$ cat config.mk
export PLATFORM = sky130hd
export DESIGN_NAME = smh_top
export DESIGN_NICKNAME = d
export VERILOG_FILES = /design/src/hw/smh_pkg.sv /design/src/hw/smh_top.sv
export SDC_FILE = /design/constraint.sdc
export NUM_CORES = 1
export LEC_CHECK = 0
export BUFFER_PORTS_ARGS = -buffer_cell sky130_fd_sc_hd__buf_2
export CORE_AREA = 8 8 123 239
export CTS_CLUSTER_SIZE = 25
export DETAILED_ROUTE_END_ITERATION = 10
export DIE_AREA = 0 0 131 247
export GPL_TIMING_DRIVEN = 0
export MAX_ROUTING_LAYER = met4
export PLACE_DENSITY = 0.83
export SYNTH_ARGS = -nofsm -noshare
export SYNTH_HDL_FRONTEND = slang
export SYNTH_SLANG_ARGS = --single-unit
$ cat constraint.sdc
create_clock -name i_ref_clk -period 3 [get_ports i_ref_clk]
set_input_delay 0.15 -clock i_ref_clk [delete_from_list [all_inputs] [get_ports i_ref_clk]]
set_output_delay 0.15 -clock i_ref_clk [all_outputs]
set_load 0.01 [all_outputs]
$ cat src/hw/smh_pkg.sv
// Package of constants and types for the modem handshake sequencer
package smh_pkg;
   // Clock and timing
   localparam int unsigned CLK_HZ          = 125_000_000;
   localparam int unsigned TICK_NS         = 1_000_000;
   localparam int unsigned CYC_PER_MS      = CLK_HZ / 1000;
   localparam int unsigned UNIT_MS         = 20;
   localparam int unsigned CTS_WAIT_MS     = 1000;
   localparam int unsigned BAUD_DIV_DEF    = 1085;
   // Register offsets
   localparam logic [3:0]  REG_CTRL        = 4'h0;
   localparam logic [3:0]  REG_DELAY       = 4'h1;
   localparam logic [3:0]  REG_STATUS     = 4'h2;
   localparam logic [3:0]  REG_MASK        = 4'h3;
   localparam logic [3:0]  REG_TXDATA      = 4'h4;
   localparam logic [3:0]  REG_RXDATA      = 4'h5;
   localparam logic [3:0]  REG_BAUD        = 4'h6;
   localparam logic [3:0]  REG_SEND        = 4'h7;
   // Field positions
   localparam int unsigned CTRL_MODE_LSB   = 0;
   localparam int unsigned CTRL_PAR_BIT    = 3;
   localparam int unsigned CTRL_CHK_BIT    = 4;
   localparam int unsigned CTRL_ADDR_LSB   = 8;
   localparam int unsigned CTRL_CCW_LSB    = 16;
   localparam logic [7:0]  BCAST_ADDR      = 8'hff;
   // Status bits
   localparam int unsigned ST_SENT         = 0;
   localparam int unsigned ST_ABORT_CTS    = 1;
   localparam int unsigned ST_ABORT_DCD    = 2;
   localparam int unsigned ST_RX           = 3;
   localparam int unsigned ST_PERR         = 4;
   localparam int unsigned ST_BADADDR      = 5;
   localparam int unsigned ST_W            = 6;
   // Reset values
   localparam logic [31:0] CTRL_RST        = 32'h0000_0000;
   localparam logic [31:0] DELAY_RST       = 32'h0000_0000;
   localparam logic [15:0] BAUD_RST        = 16'h043d;

   // Control-line modes
   typedef enum logic [2:0] {
      SMH_NOHS, SMH_FULL, SMH_HALF, SMH_RADIO, SMH_CARRIER
   } smh_mode_t;

   typedef enum logic [2:0] {
      SMH_IDLE, SMH_PRE, SMH_LEAD, SMH_WCTS, SMH_WDCD, SMH_SEND, SMH_TRAIL
   } smh_state_t;
endpackage : smh_pkg

$ cat src/hw/smh_top.sv
// Modem control-line sequencer with a small serial transmitter and receiver
// Function
// No handshake: RTS off, CTS ignored
// Full-duplex mode: RTS always high
// Half-duplex: RTS only around transmission
// Characters start only while CTS active
// Radio mode: wait one second, then discard
// Carrier mode: receive only while DCD active
// Carrier mode: send needs DCD clear, timeout
// Lead delay in 20 ms before CTS check
// After lead, CTS within one second else abort; here the second counts from RTS rise, lead included
// Zero lead: send on CTS, one-second abort
// Trail delay in 20 ms after last char
// Lead and trail used only in half-duplex
// Even parity or none
// Address 0 to 254; 255 rejected
// BCC or CRC selectable check
// One common bit rate
// Three master control-line modes offered
// Pre-keying delay in 1 ms before RTS
// All timing from a 1 ms tick; here the bit timing comes from the baud divider instead
//
// Design decisions made here: the plain strobed port and the register addresses.
`timescale 1ns/1ns
module smh_top (
   input  wire logic        i_ref_clk,
   input  wire logic        i_rst,
   input  wire logic [3:0]  i_addr,
   input  wire logic [31:0] i_wdata,
   input  wire logic        i_wr,
   input  wire logic        i_rd,
   output logic      [31:0] o_rdata,
   input  wire logic        i_cts,
   input  wire logic        i_dcd,
   input  wire logic        i_rxd,
   output logic             o_rts,
   output logic             o_txd,
   output logic             o_irq
);
   localparam int unsigned ST_W = smh_pkg::ST_W;

   typedef struct packed {
      logic [31:0]       ctrl;      // mode, parity, check, address, carrier wait
      logic [31:0]       delay;     // pre[15:0] lead[23:16] trail[31:24]
      logic [15:0]       baud;
      logic [ST_W-1:0]   status;
      logic [ST_W-1:0]   mask;
      logic [7:0]        txbyte;
      logic [7:0]        rxbyte;
      logic              pend;      // packet ready to send
      logic              last;      // this byte ends the packet
      logic              txfull;
      smh_pkg::smh_state_t st;
      logic [16:0]       pre_cnt;   // 1 ms prescaler
      logic [15:0]       tmr;       // ms counter of the active wait
      logic [9:0]        cts_ms;    // ms since RTS rose
      logic              rts;
      logic [15:0]       tx_div;
      logic [3:0]        tx_bit;
      logic [10:0]       tx_sh;
      logic              txd;
      logic [15:0]       rx_div;
      logic [3:0]        rx_bit;
      logic [9:0]        rx_sh;
      logic              rx_busy;
      logic [1:0]        cts_s, dcd_s, rxd_s;  // synchroniser chains
      logic [15:0]       chk;       // running BCC or CRC of the packet
      logic [31:0]       rdata;
   } smh_st_t;

   smh_st_t r, n;
   logic       tick, cts, dcd, half, send_ok, go;
   logic [7:0] lead_ms_u, trail_u;
   smh_pkg::smh_mode_t mode;

   // Even parity of a byte
   function automatic logic even_par(input logic [7:0] d);
      even_par = ^d;
   endfunction : even_par

   // CRC-16 step over one byte, reflected 0xA001
   function automatic logic [15:0] crc_step(input logic [15:0] c, input logic [7:0] d);
      logic [15:0] x;
      x = c ^ {8'h00, d};
      for (int i = 0; i < 8; i++) begin
         x = x[0] ? ((x >> 1) ^ 16'ha001) : (x >> 1);
      end
      crc_step = x;
   endfunction : crc_step

   // Twenty-millisecond units to ms count
   function automatic logic [15:0] units_ms(input logic [7:0] u);
      units_ms = 16'({u, 4'h0}) + 16'({u, 2'h0});
   endfunction : units_ms

   // Decoded views of the state
   always_comb begin
      mode      = smh_pkg::smh_mode_t'(r.ctrl[smh_pkg::CTRL_MODE_LSB +: 3]);
      cts       = r.cts_s[1];
      dcd       = r.dcd_s[1];
      tick      = (r.pre_cnt == 17'(smh_pkg::CYC_PER_MS - 1));
      half      = (mode == smh_pkg::SMH_HALF) || (mode == smh_pkg::SMH_RADIO) ||
                  (mode == smh_pkg::SMH_CARRIER);
      lead_ms_u = half ? r.delay[23:16] : 8'h00;
      trail_u   = half ? r.delay[31:24] : 8'h00;
      // CTS gates characters in every handshaking mode
      send_ok   = (mode == smh_pkg::SMH_NOHS) || cts;
      go        = send_ok && (mode != smh_pkg::SMH_CARRIER || !dcd);
   end

   // Next-state logic
   always_comb begin
      n = r;
      n.cts_s = {r.cts_s[0], i_cts};
      n.dcd_s = {r.dcd_s[0], i_dcd};
      n.rxd_s = {r.rxd_s[0], i_rxd};
      n.pre_cnt = tick ? 17'h0_0000 : r.pre_cnt + 17'h0_0001;
      n.rdata = 32'h0000_0000;

      // Register writes
      if (i_wr) begin
         case (i_addr)
            smh_pkg::REG_CTRL: begin
               n.ctrl = i_wdata;
               if (i_wdata[smh_pkg::CTRL_ADDR_LSB +: 8] == smh_pkg::BCAST_ADDR) begin
                  n.ctrl[smh_pkg::CTRL_ADDR_LSB +: 8] = r.ctrl[smh_pkg::CTRL_ADDR_LSB +: 8];
                  n.status[smh_pkg::ST_BADADDR] = 1'b1;
               end
               if (i_wdata[2:0] > 3'(smh_pkg::SMH_CARRIER)) begin
                  n.ctrl[2:0] = r.ctrl[2:0];
               end
            end
            smh_pkg::REG_DELAY:  n.delay = i_wdata;
            smh_pkg::REG_MASK:   n.mask  = i_wdata[ST_W-1:0];
            smh_pkg::REG_BAUD:   n.baud  = i_wdata[15:0];
            smh_pkg::REG_TXDATA: begin
               n.txbyte = i_wdata[7:0];
               n.last   = i_wdata[8];
               n.txfull = 1'b1;
            end
            smh_pkg::REG_SEND: begin
               n.pend = 1'b1;
               n.chk  = 16'h0000;
            end
            default: ;
         endcase
      end

      // Register reads, status cleared on read
      if (i_rd) begin
         case (i_addr)
            smh_pkg::REG_CTRL:   n.rdata = r.ctrl;
            smh_pkg::REG_DELAY:  n.rdata = r.delay;
            smh_pkg::REG_STATUS: begin
               n.rdata  = {{(32-ST_W){1'b0}}, r.status};
               n.status = '0;
            end
            smh_pkg::REG_MASK:   n.rdata = {{(32-ST_W){1'b0}}, r.mask};
            smh_pkg::REG_RXDATA: n.rdata = {r.chk, 7'h00, r.txfull, r.rxbyte};
            smh_pkg::REG_BAUD:   n.rdata = {16'h0000, r.baud};
            smh_pkg::REG_SEND:   n.rdata = {24'h00_0000, 6'(r.st), r.rts, r.pend};
            default:             n.rdata = 32'h0000_0000;
         endcase
      end

      if (tick && r.tmr != 16'h0000) n.tmr = r.tmr - 16'h0001;
      if (tick && r.cts_ms != 10'h3ff) n.cts_ms = r.cts_ms + 10'h001;

      // Sequencer
      case (r.st)
         smh_pkg::SMH_IDLE: begin
            if (r.pend) begin
               n.tmr = r.delay[15:0];
               n.st  = smh_pkg::SMH_PRE;
            end
         end
         smh_pkg::SMH_PRE: begin
            if (r.tmr == 16'h0000) begin
               n.cts_ms = 10'h000;
               n.tmr    = units_ms(lead_ms_u);
               n.st     = smh_pkg::SMH_LEAD;
            end
         end
         smh_pkg::SMH_LEAD: begin
            if (r.tmr == 16'h0000) begin
               n.tmr = 16'(r.ctrl[smh_pkg::CTRL_CCW_LSB +: 16]);
               n.st  = (mode == smh_pkg::SMH_CARRIER && dcd) ? smh_pkg::SMH_WDCD
                                                             : smh_pkg::SMH_WCTS;
            end
         end
         smh_pkg::SMH_WDCD: begin
            if (!dcd) begin
               n.st = smh_pkg::SMH_WCTS;
            end else if (r.tmr == 16'h0000) begin
               n.status[smh_pkg::ST_ABORT_DCD] = 1'b1;
               n.pend = 1'b0;
               n.st   = smh_pkg::SMH_IDLE;
            end
         end
         smh_pkg::SMH_WCTS: begin
            if (go) begin
               n.st = smh_pkg::SMH_SEND;
            end else if (r.cts_ms >= 10'(smh_pkg::CTS_WAIT_MS)) begin
               n.status[smh_pkg::ST_ABORT_CTS] = 1'b1;
               n.pend = 1'b0;
               n.st   = smh_pkg::SMH_IDLE;
            end
         end
         smh_pkg::SMH_SEND: begin
            // Start a character only while the line is clear
            if (r.txfull && r.tx_bit == 4'h0 && go) begin
               n.tx_sh  = r.ctrl[smh_pkg::CTRL_PAR_BIT]
                        ? {1'b1, even_par(r.txbyte), r.txbyte, 1'b0}
                        : {2'b11, r.txbyte, 1'b0};
               n.tx_bit = r.ctrl[smh_pkg::CTRL_PAR_BIT] ? 4'd11 : 4'd10;
               n.tx_div = r.baud;
               n.txfull = 1'b0;
               n.chk    = r.ctrl[smh_pkg::CTRL_CHK_BIT] ? crc_step(r.chk, r.txbyte)
                                                         : r.chk + {8'h00, r.txbyte};
               if (r.last) begin
                  n.st = smh_pkg::SMH_TRAIL;
               end
            end
         end
         smh_pkg::SMH_TRAIL: begin
            if (r.tx_bit != 4'h0) begin
               n.tmr = units_ms(trail_u);
            end else if (r.tmr == 16'h0000) begin
               n.status[smh_pkg::ST_SENT] = 1'b1;
               n.pend = 1'b0;
               n.st   = smh_pkg::SMH_IDLE;
            end
         end
         default: n.st = smh_pkg::SMH_IDLE;
      endcase

      // Bit-serial transmitter
      if (r.tx_bit != 4'h0) begin
         if (r.tx_div == 16'h0000) begin
            n.tx_div = r.baud;
            n.txd    = r.tx_sh[0];
            n.tx_sh  = {1'b1, r.tx_sh[10:1]};
            n.tx_bit = r.tx_bit - 4'h1;
         end else begin
            n.tx_div = r.tx_div - 16'h0001;
         end
      end else begin
         n.txd = 1'b1;
      end

      // Receiver, gated by carrier in carrier-sense mode
      if (!r.rx_busy) begin
         if (!r.rxd_s[1] && (mode != smh_pkg::SMH_CARRIER || dcd)) begin
            n.rx_busy = 1'b1;
            n.rx_div  = {1'b0, r.baud[15:1]};
            n.rx_bit  = r.ctrl[smh_pkg::CTRL_PAR_BIT] ? 4'd11 : 4'd10;
         end
      end else if (r.rx_div == 16'h0000) begin
         n.rx_div = r.baud;
         n.rx_sh  = {r.rxd_s[1], r.rx_sh[9:1]};
         n.rx_bit = r.rx_bit - 4'h1;
         if (r.rx_bit == 4'h1) begin
            n.rx_busy = 1'b0;
            if (mode != smh_pkg::SMH_CARRIER || dcd) begin
               if (r.ctrl[smh_pkg::CTRL_PAR_BIT]) begin
                  n.rxbyte = r.rx_sh[8:1];
                  // Set after the read clear, so a status read in the same cycle cannot lose it
                  if (even_par(r.rx_sh[8:1]) != r.rx_sh[9]) begin
                     n.status[smh_pkg::ST_PERR] = 1'b1;
                  end
               end else begin
                  n.rxbyte = r.rx_sh[9:2];
               end
               n.status[smh_pkg::ST_RX] = 1'b1;
            end
         end
      end else begin
         n.rx_div = r.rx_div - 16'h0001;
      end

      // RTS per control-line mode
      case (mode)
         smh_pkg::SMH_NOHS: n.rts = 1'b0;
         smh_pkg::SMH_FULL: n.rts = 1'b1;
         default: n.rts = (n.st == smh_pkg::SMH_LEAD) || (n.st == smh_pkg::SMH_WDCD) ||
                          (n.st == smh_pkg::SMH_WCTS) || (n.st == smh_pkg::SMH_SEND) ||
                          (n.st == smh_pkg::SMH_TRAIL);
      endcase

      if (i_rst) begin
         n = '0;
         n.ctrl  = smh_pkg::CTRL_RST;
         n.delay = smh_pkg::DELAY_RST;
         n.baud  = smh_pkg::BAUD_RST;
         n.txd   = 1'b1;
         n.cts_s = 2'b00;
         n.rxd_s = 2'b11;
         n.rx_sh = 10'h3ff;
         n.st    = smh_pkg::SMH_IDLE;
      end
   end

   // State register
   always_ff @(posedge i_ref_clk) begin
      r <= n;
   end

   assign o_rdata = r.rdata;
   assign o_rts   = r.rts;
   assign o_txd   = r.txd;
   assign o_irq   = |(r.status & r.mask);
endmodule : smh_top

After elaboration in Yosys (flattened, before gate mapping)
Cells that the tools add are included.
{ "totals": {"ff_bits": 275, "output_inout_bits": 35, "wordCells": 214} }
{ "classes": {"addsub": 10, "order_cmp": 2, "n_eq_ne": 29, "mux": 82, "bitwise_logic": 14, "n_reduce_logical": 47} }
{ "ops": {"columns": ["cell", "count"], "rows": [
  ["$mux W16", 20],
  ["$pmux W32 S7", 1],
  ["$mux W31", 3],
  ["$pmux W16 S4", 1],
  ["$logic_not A16 Y1", 3],
  ["$sub A16 B1 Y16 const B", 3],
  ["$mux W20", 2],
  ["$mux W3", 11],
  ["$mux W10", 3],
  ["$add A12 B10 Y13", 2],
  ["$mux W26", 1],
  ["$mux W1", 25],
  ["$mux W8", 3],
  ["$not A2 Y3", 8],
  ["$eq A3 B3 Y1 const B", 7],
  ["$pmux W3 S7", 1],
  ["$eq A3 B2 Y1 const B", 6],
  ["$add A17 B1 Y17 const B", 1],
  ["$eq A17 B17 Y1 const B", 1],
  ["$add A16 B8 Y16", 1],
  ["$eq A4 B3 Y1 const B", 4],
  ["$reduce_and A2 Y1", 8],
  ["$reduce_bool A16 Y1", 1],
  ["$reduce_xor A8 Y1", 2],
  ["32 further kinds", 66]
]} }

Logic depth before layout (Yosys ltp)
{ "logic_depth": {"depth_word": 20, "ltp_mapped": 13} }

Worst setup path before layout
Ideal clock, no wire load.
{ "synth_path": {"path_kind": "reg2reg", "start": "reg r, in the netlist mode[2]", "end": "reg r[136] (netlist bit)", "setup_time_ns": 0.087, "t_arrival_ns": 3.035, "required_ns": 2.913, "setup_slack_ns": -0.122, "path_stages_with_launch": 13, "n_path_buf": 2, "period_less_slack_ns": 3.122, "cell_sequence": "dfxtp_1 > clkbuf_1 > mux2_2 > clkbuf_1 > and2_1 > ha_1 > fa_1 > a211oi_1 > nor2_1 > o311ai_0 > a221oi_1 > or3_1 > o31ai_1"} }
{ "synth_via": {"elab_chain_cells": 7} }
{ "synth_lines": {"columns": ["item", "line_no", "text"], "rows": [
  ["start: declaration", "smh_top.sv:71", "smh_st_t r, n;"],
  ["start signal: assignment", "smh_top.sv:305", "r <= n;"],
  ["$eq A3 B2 Y1", "smh_top.sv:102", "half = (mode == smh_pkg::SMH_HALF) || (mode == smh_pkg::SMH_RADIO) ||"],
  ["$logic_or A1 B1 Y1", "smh_top.sv:102", null],
  ["$logic_or A1 B1 Y1 *", "smh_top.sv:102", null],
  ["$mux W8, on equally long branches", "smh_top.sv:105, smh_top.sv:104", null],
  ["$add A12 B10 Y13", "smh_top.sv:93", "units_ms = 16'({u, 4'h0}) + 16'({u, 2'h0});"],
  ["$mux W16 or $mux W26 (tied branches)", "smh_top.sv:226, smh_top.sv:178", null],
  ["$pmux W16 S4 *", "smh_top.sv:170", "case (r.st)"]
]} }
Every way passes the cells marked *; elsewhere a longest branch is shown, timed or not.
A chain may end at the register's enable or synchronous reset.

Worst setup path in the final report
{ "layout_path": {"start": "reg r, in the netlist mode[1]", "end": "reg r[136] (netlist bit)"} }
The elaborated chain is that of the path after synthesis.

==> run_results.csv <==
group,metric,value,unit
yosys,synthArstFlopShare,0,
placed_design,port_buffers,75,
floorplanning,chipWidth,131,um
layout,nets,1984,
sta,fin_crit,2.95,ns
floorplanning,row_count,84,
layout,utilization,0.640,
global_route,antenna_found_initial,0,
yosys,ys_ff_latch,274,
route,vias_per_cell,6.31,
layout,multiInputGateArea,8320,sq um
floorplanning,die_area,32400,sq um
route,num_vias,14300,
sta,relSlewSlack,0.0779,
sta,hold_viol,0,
layout,final_common_cell,"nand2_1",
yosys,synth_edf_count,0,
yosys,yosys_most_used_dff,"dfxtp_1",
sta,setup_violations,0,
worst_setup_path,end_kind,"flop",
route,dr.pass1.iters,6,
power_and_ir_drop,power.total,9.53,mW
floorplanning,design.portCount,78,
worst_setup_path,cp_max_fo,7,
sta,worstMarginPinSlew,1.37,ns
layout,seq_area,5490,sq um
yosys,syn_nets,1835,
clock_tree,tritoncts,"yes",
sta,whs,0.0597,ns
clock_tree,clkTransAtPathRegs,0.08,ns
worst_setup_path,cp.required,3.48,ns
yosys,synth_seq_area_share,0.378,
placed_design,place_ws,-0.581,ns
route,wl_per_cell,22.8,um
clock_tree,numCtsBuffers,26,
layout,antennaDiodeCount,0,
floorplanning,coreArea,26200,sq um
yosys,avgSynthCellArea,8.28,sq um
route,final_antenna_net_count,0,
yosys,yosys_warnings,0,
sta,slew_violations,0,
route,drc,0,
global_route,grt_max_degree,15,
power_and_ir_drop,power.density,569,nW/um^2
global_route,grt_pass1_wl,79300,um
worst_hold_path,hold_class,"in2reg",
route,wirelength,51700,um
yosys,synth_cells,1753,
yosys,synth_cell_types,84,
worst_setup_path,startpoint_type,"flop",
clock_tree,cts.sinks,274,
layout,nFillCells,2180,
run_status,status,"completed",
placed_design,gp_congestion,1.04,
global_route,grtUsageTotal,0.332,
sta,rsz0062_at_grt,"yes",
clock_tree,clk_path_buf_depth,3,
global_route,grt_pass1_vias,14400,
clock_tree,cts_max_level,1,
power_and_ir_drop,leakagePower,6.47,nW
power_and_ir_drop,vdd_ir_drop_max,0.482,mV
worst_setup_path,critPathKind,"reg2reg",
route,drt_iter0_markers,1288,
clock_tree,clk-insertion-delay-late,0.56,ns
global_route,grt_overflow_total,0,
floorplanning,die_h,247,um
sta,fmax,339,MHz
layout,layout-drive-gt1-share,0.128,
sta,fin_crit_sh,0.983,
layout,areaGrowthSynthToFinish,15.4,%
placed_design,placed_cells,2172,
clock_tree,cts_root_buffer,"clkbuf_16",
yosys,syn_area,14500,sq um
layout,fin_cells,2264,
sta,finalClockSkew,0.0178,ns
floorplanning,start_util,0.555,
run,drv_cap,0,
placed_design,dp_hpwl,37900,um
sta,worst_slack,0.0506,ns
worst_setup_path,crit_arrival,3.43,ns
layout,layout_common_cells,"nand2_1 (278), dfxtp_1 (272), nor2_1 (160), a21oi_1 (146), clkbuf_1 (88)",
-- flip-flops by register name, summed over array words and instances, names as in the netlist --
signal   count
o_rdata     32
mode         3
o_txd        1
dcd          1
cts          1
o_rts        1
r          235
-- final timing paths --
kind / depth (start not counted) / slack [ns] / endpoint / from
min reg2reg: 1 / 0.41 / r[49] / r[48]
max reg2reg: 13 / 0.05 / r[136] / mode[1]
max: 13 / 0.05 / r[136] / mode[1]
min: 4 / 0.06 / o_rdata[0] / i_addr[2]
-- worst max-delay path, stage by stage, from the launching register on --
cell and delay [ns]:
dfxtp_2 0.34, buf_8 0.13, nor2_4 0.05, mux2_4 0.30, buf_6 0.15, and2_4 0.16
ha_4 0.17, fa_2 0.39, a211oi_4 0.30, nor2_2 0.06, o311ai_2 0.31, a221oi_2 0.08
or3_1 0.37, o31ai_1 0.07
-- synth_stat cells (34+ instances only) --
cell	count	area share
a211oi_1	48	0.025
a21oi_1	147	0.051
a22oi_1	41	0.021
buf_4	34	0.018
clkbuf_1	84	0.022
dfxtp_1	274	0.38
ha_1	36	0.031
mux2i_1	49	0.034
nand2_1	279	0.072
nor2_1	162	0.042
o21ai_0	72	0.025
xnor2_1	37	0.022
xor2_1	50	0.030
-- layer usage --
metal	routed length, um	global-route usage	vias to the layer above	share of wire
li1	-	-	6502	-
met5	0	-	-	0
met4	5540	0.309	0	0.11
met2	25300	0.551	784	0.49
met3	3750	0.0596	299	0.073
met1	17100	0.318	6691	0.33
-- kinds of logic after synthesis --
group	Yosys count	synth area share
adder cells (fa/ha/maj)	39	0.0352
flip-flops	274	0.378
AND/OR/NAND/NOR	687	0.230
AO/OA/AOI/OAI	431	0.196
multiplexers	67	0.0501
XOR/XNOR	89	0.0552
buffers and inverters	166	0.0556
-- metrics by stage --
stage	setup TNS [ns]	area, sq um
after CTS	0	16600
after global routing	-0.0569	16800
final	0	16800
after global placement	-1.72	15300
after detailed placement	-1.86	15300
after floorplan	0	14500
-- where the power goes --
group | internal, mW | switching (mW)
Sequential | 3.84 | 0.222
Clock | 1.94 | 1.47
Combinational | 0.724 | 1.34
Total | 6.50 | 3.03
-- area by class of cell --
| cell class | instances | share of cell area |
|---|---|---|
| Buffer | 138 | 0.0436 |
| Clock buffer | 38 | 0.0458 |
| Clock inverter | 8 | 0.00575 |
| Inverter | 28 | 0.00627 |
| Multi-Input combinational cell | 1313 | 0.497 |
| Sequential cell | 274 | 0.328 |
| Tap cell | 344 | 0.0257 |
| Timing Repair Buffer | 121 | 0.0486 |
-- timing repair --
item,CTS,global route
hold endpoints to repair,96,0
gates cloned,0,1
pin swaps,4,10
setup buffers,2,6
endpoints found under the setup margin,6,26
resized for setup,16,20
hold buffers,37,0
Power figures use the tool's default switching activity.
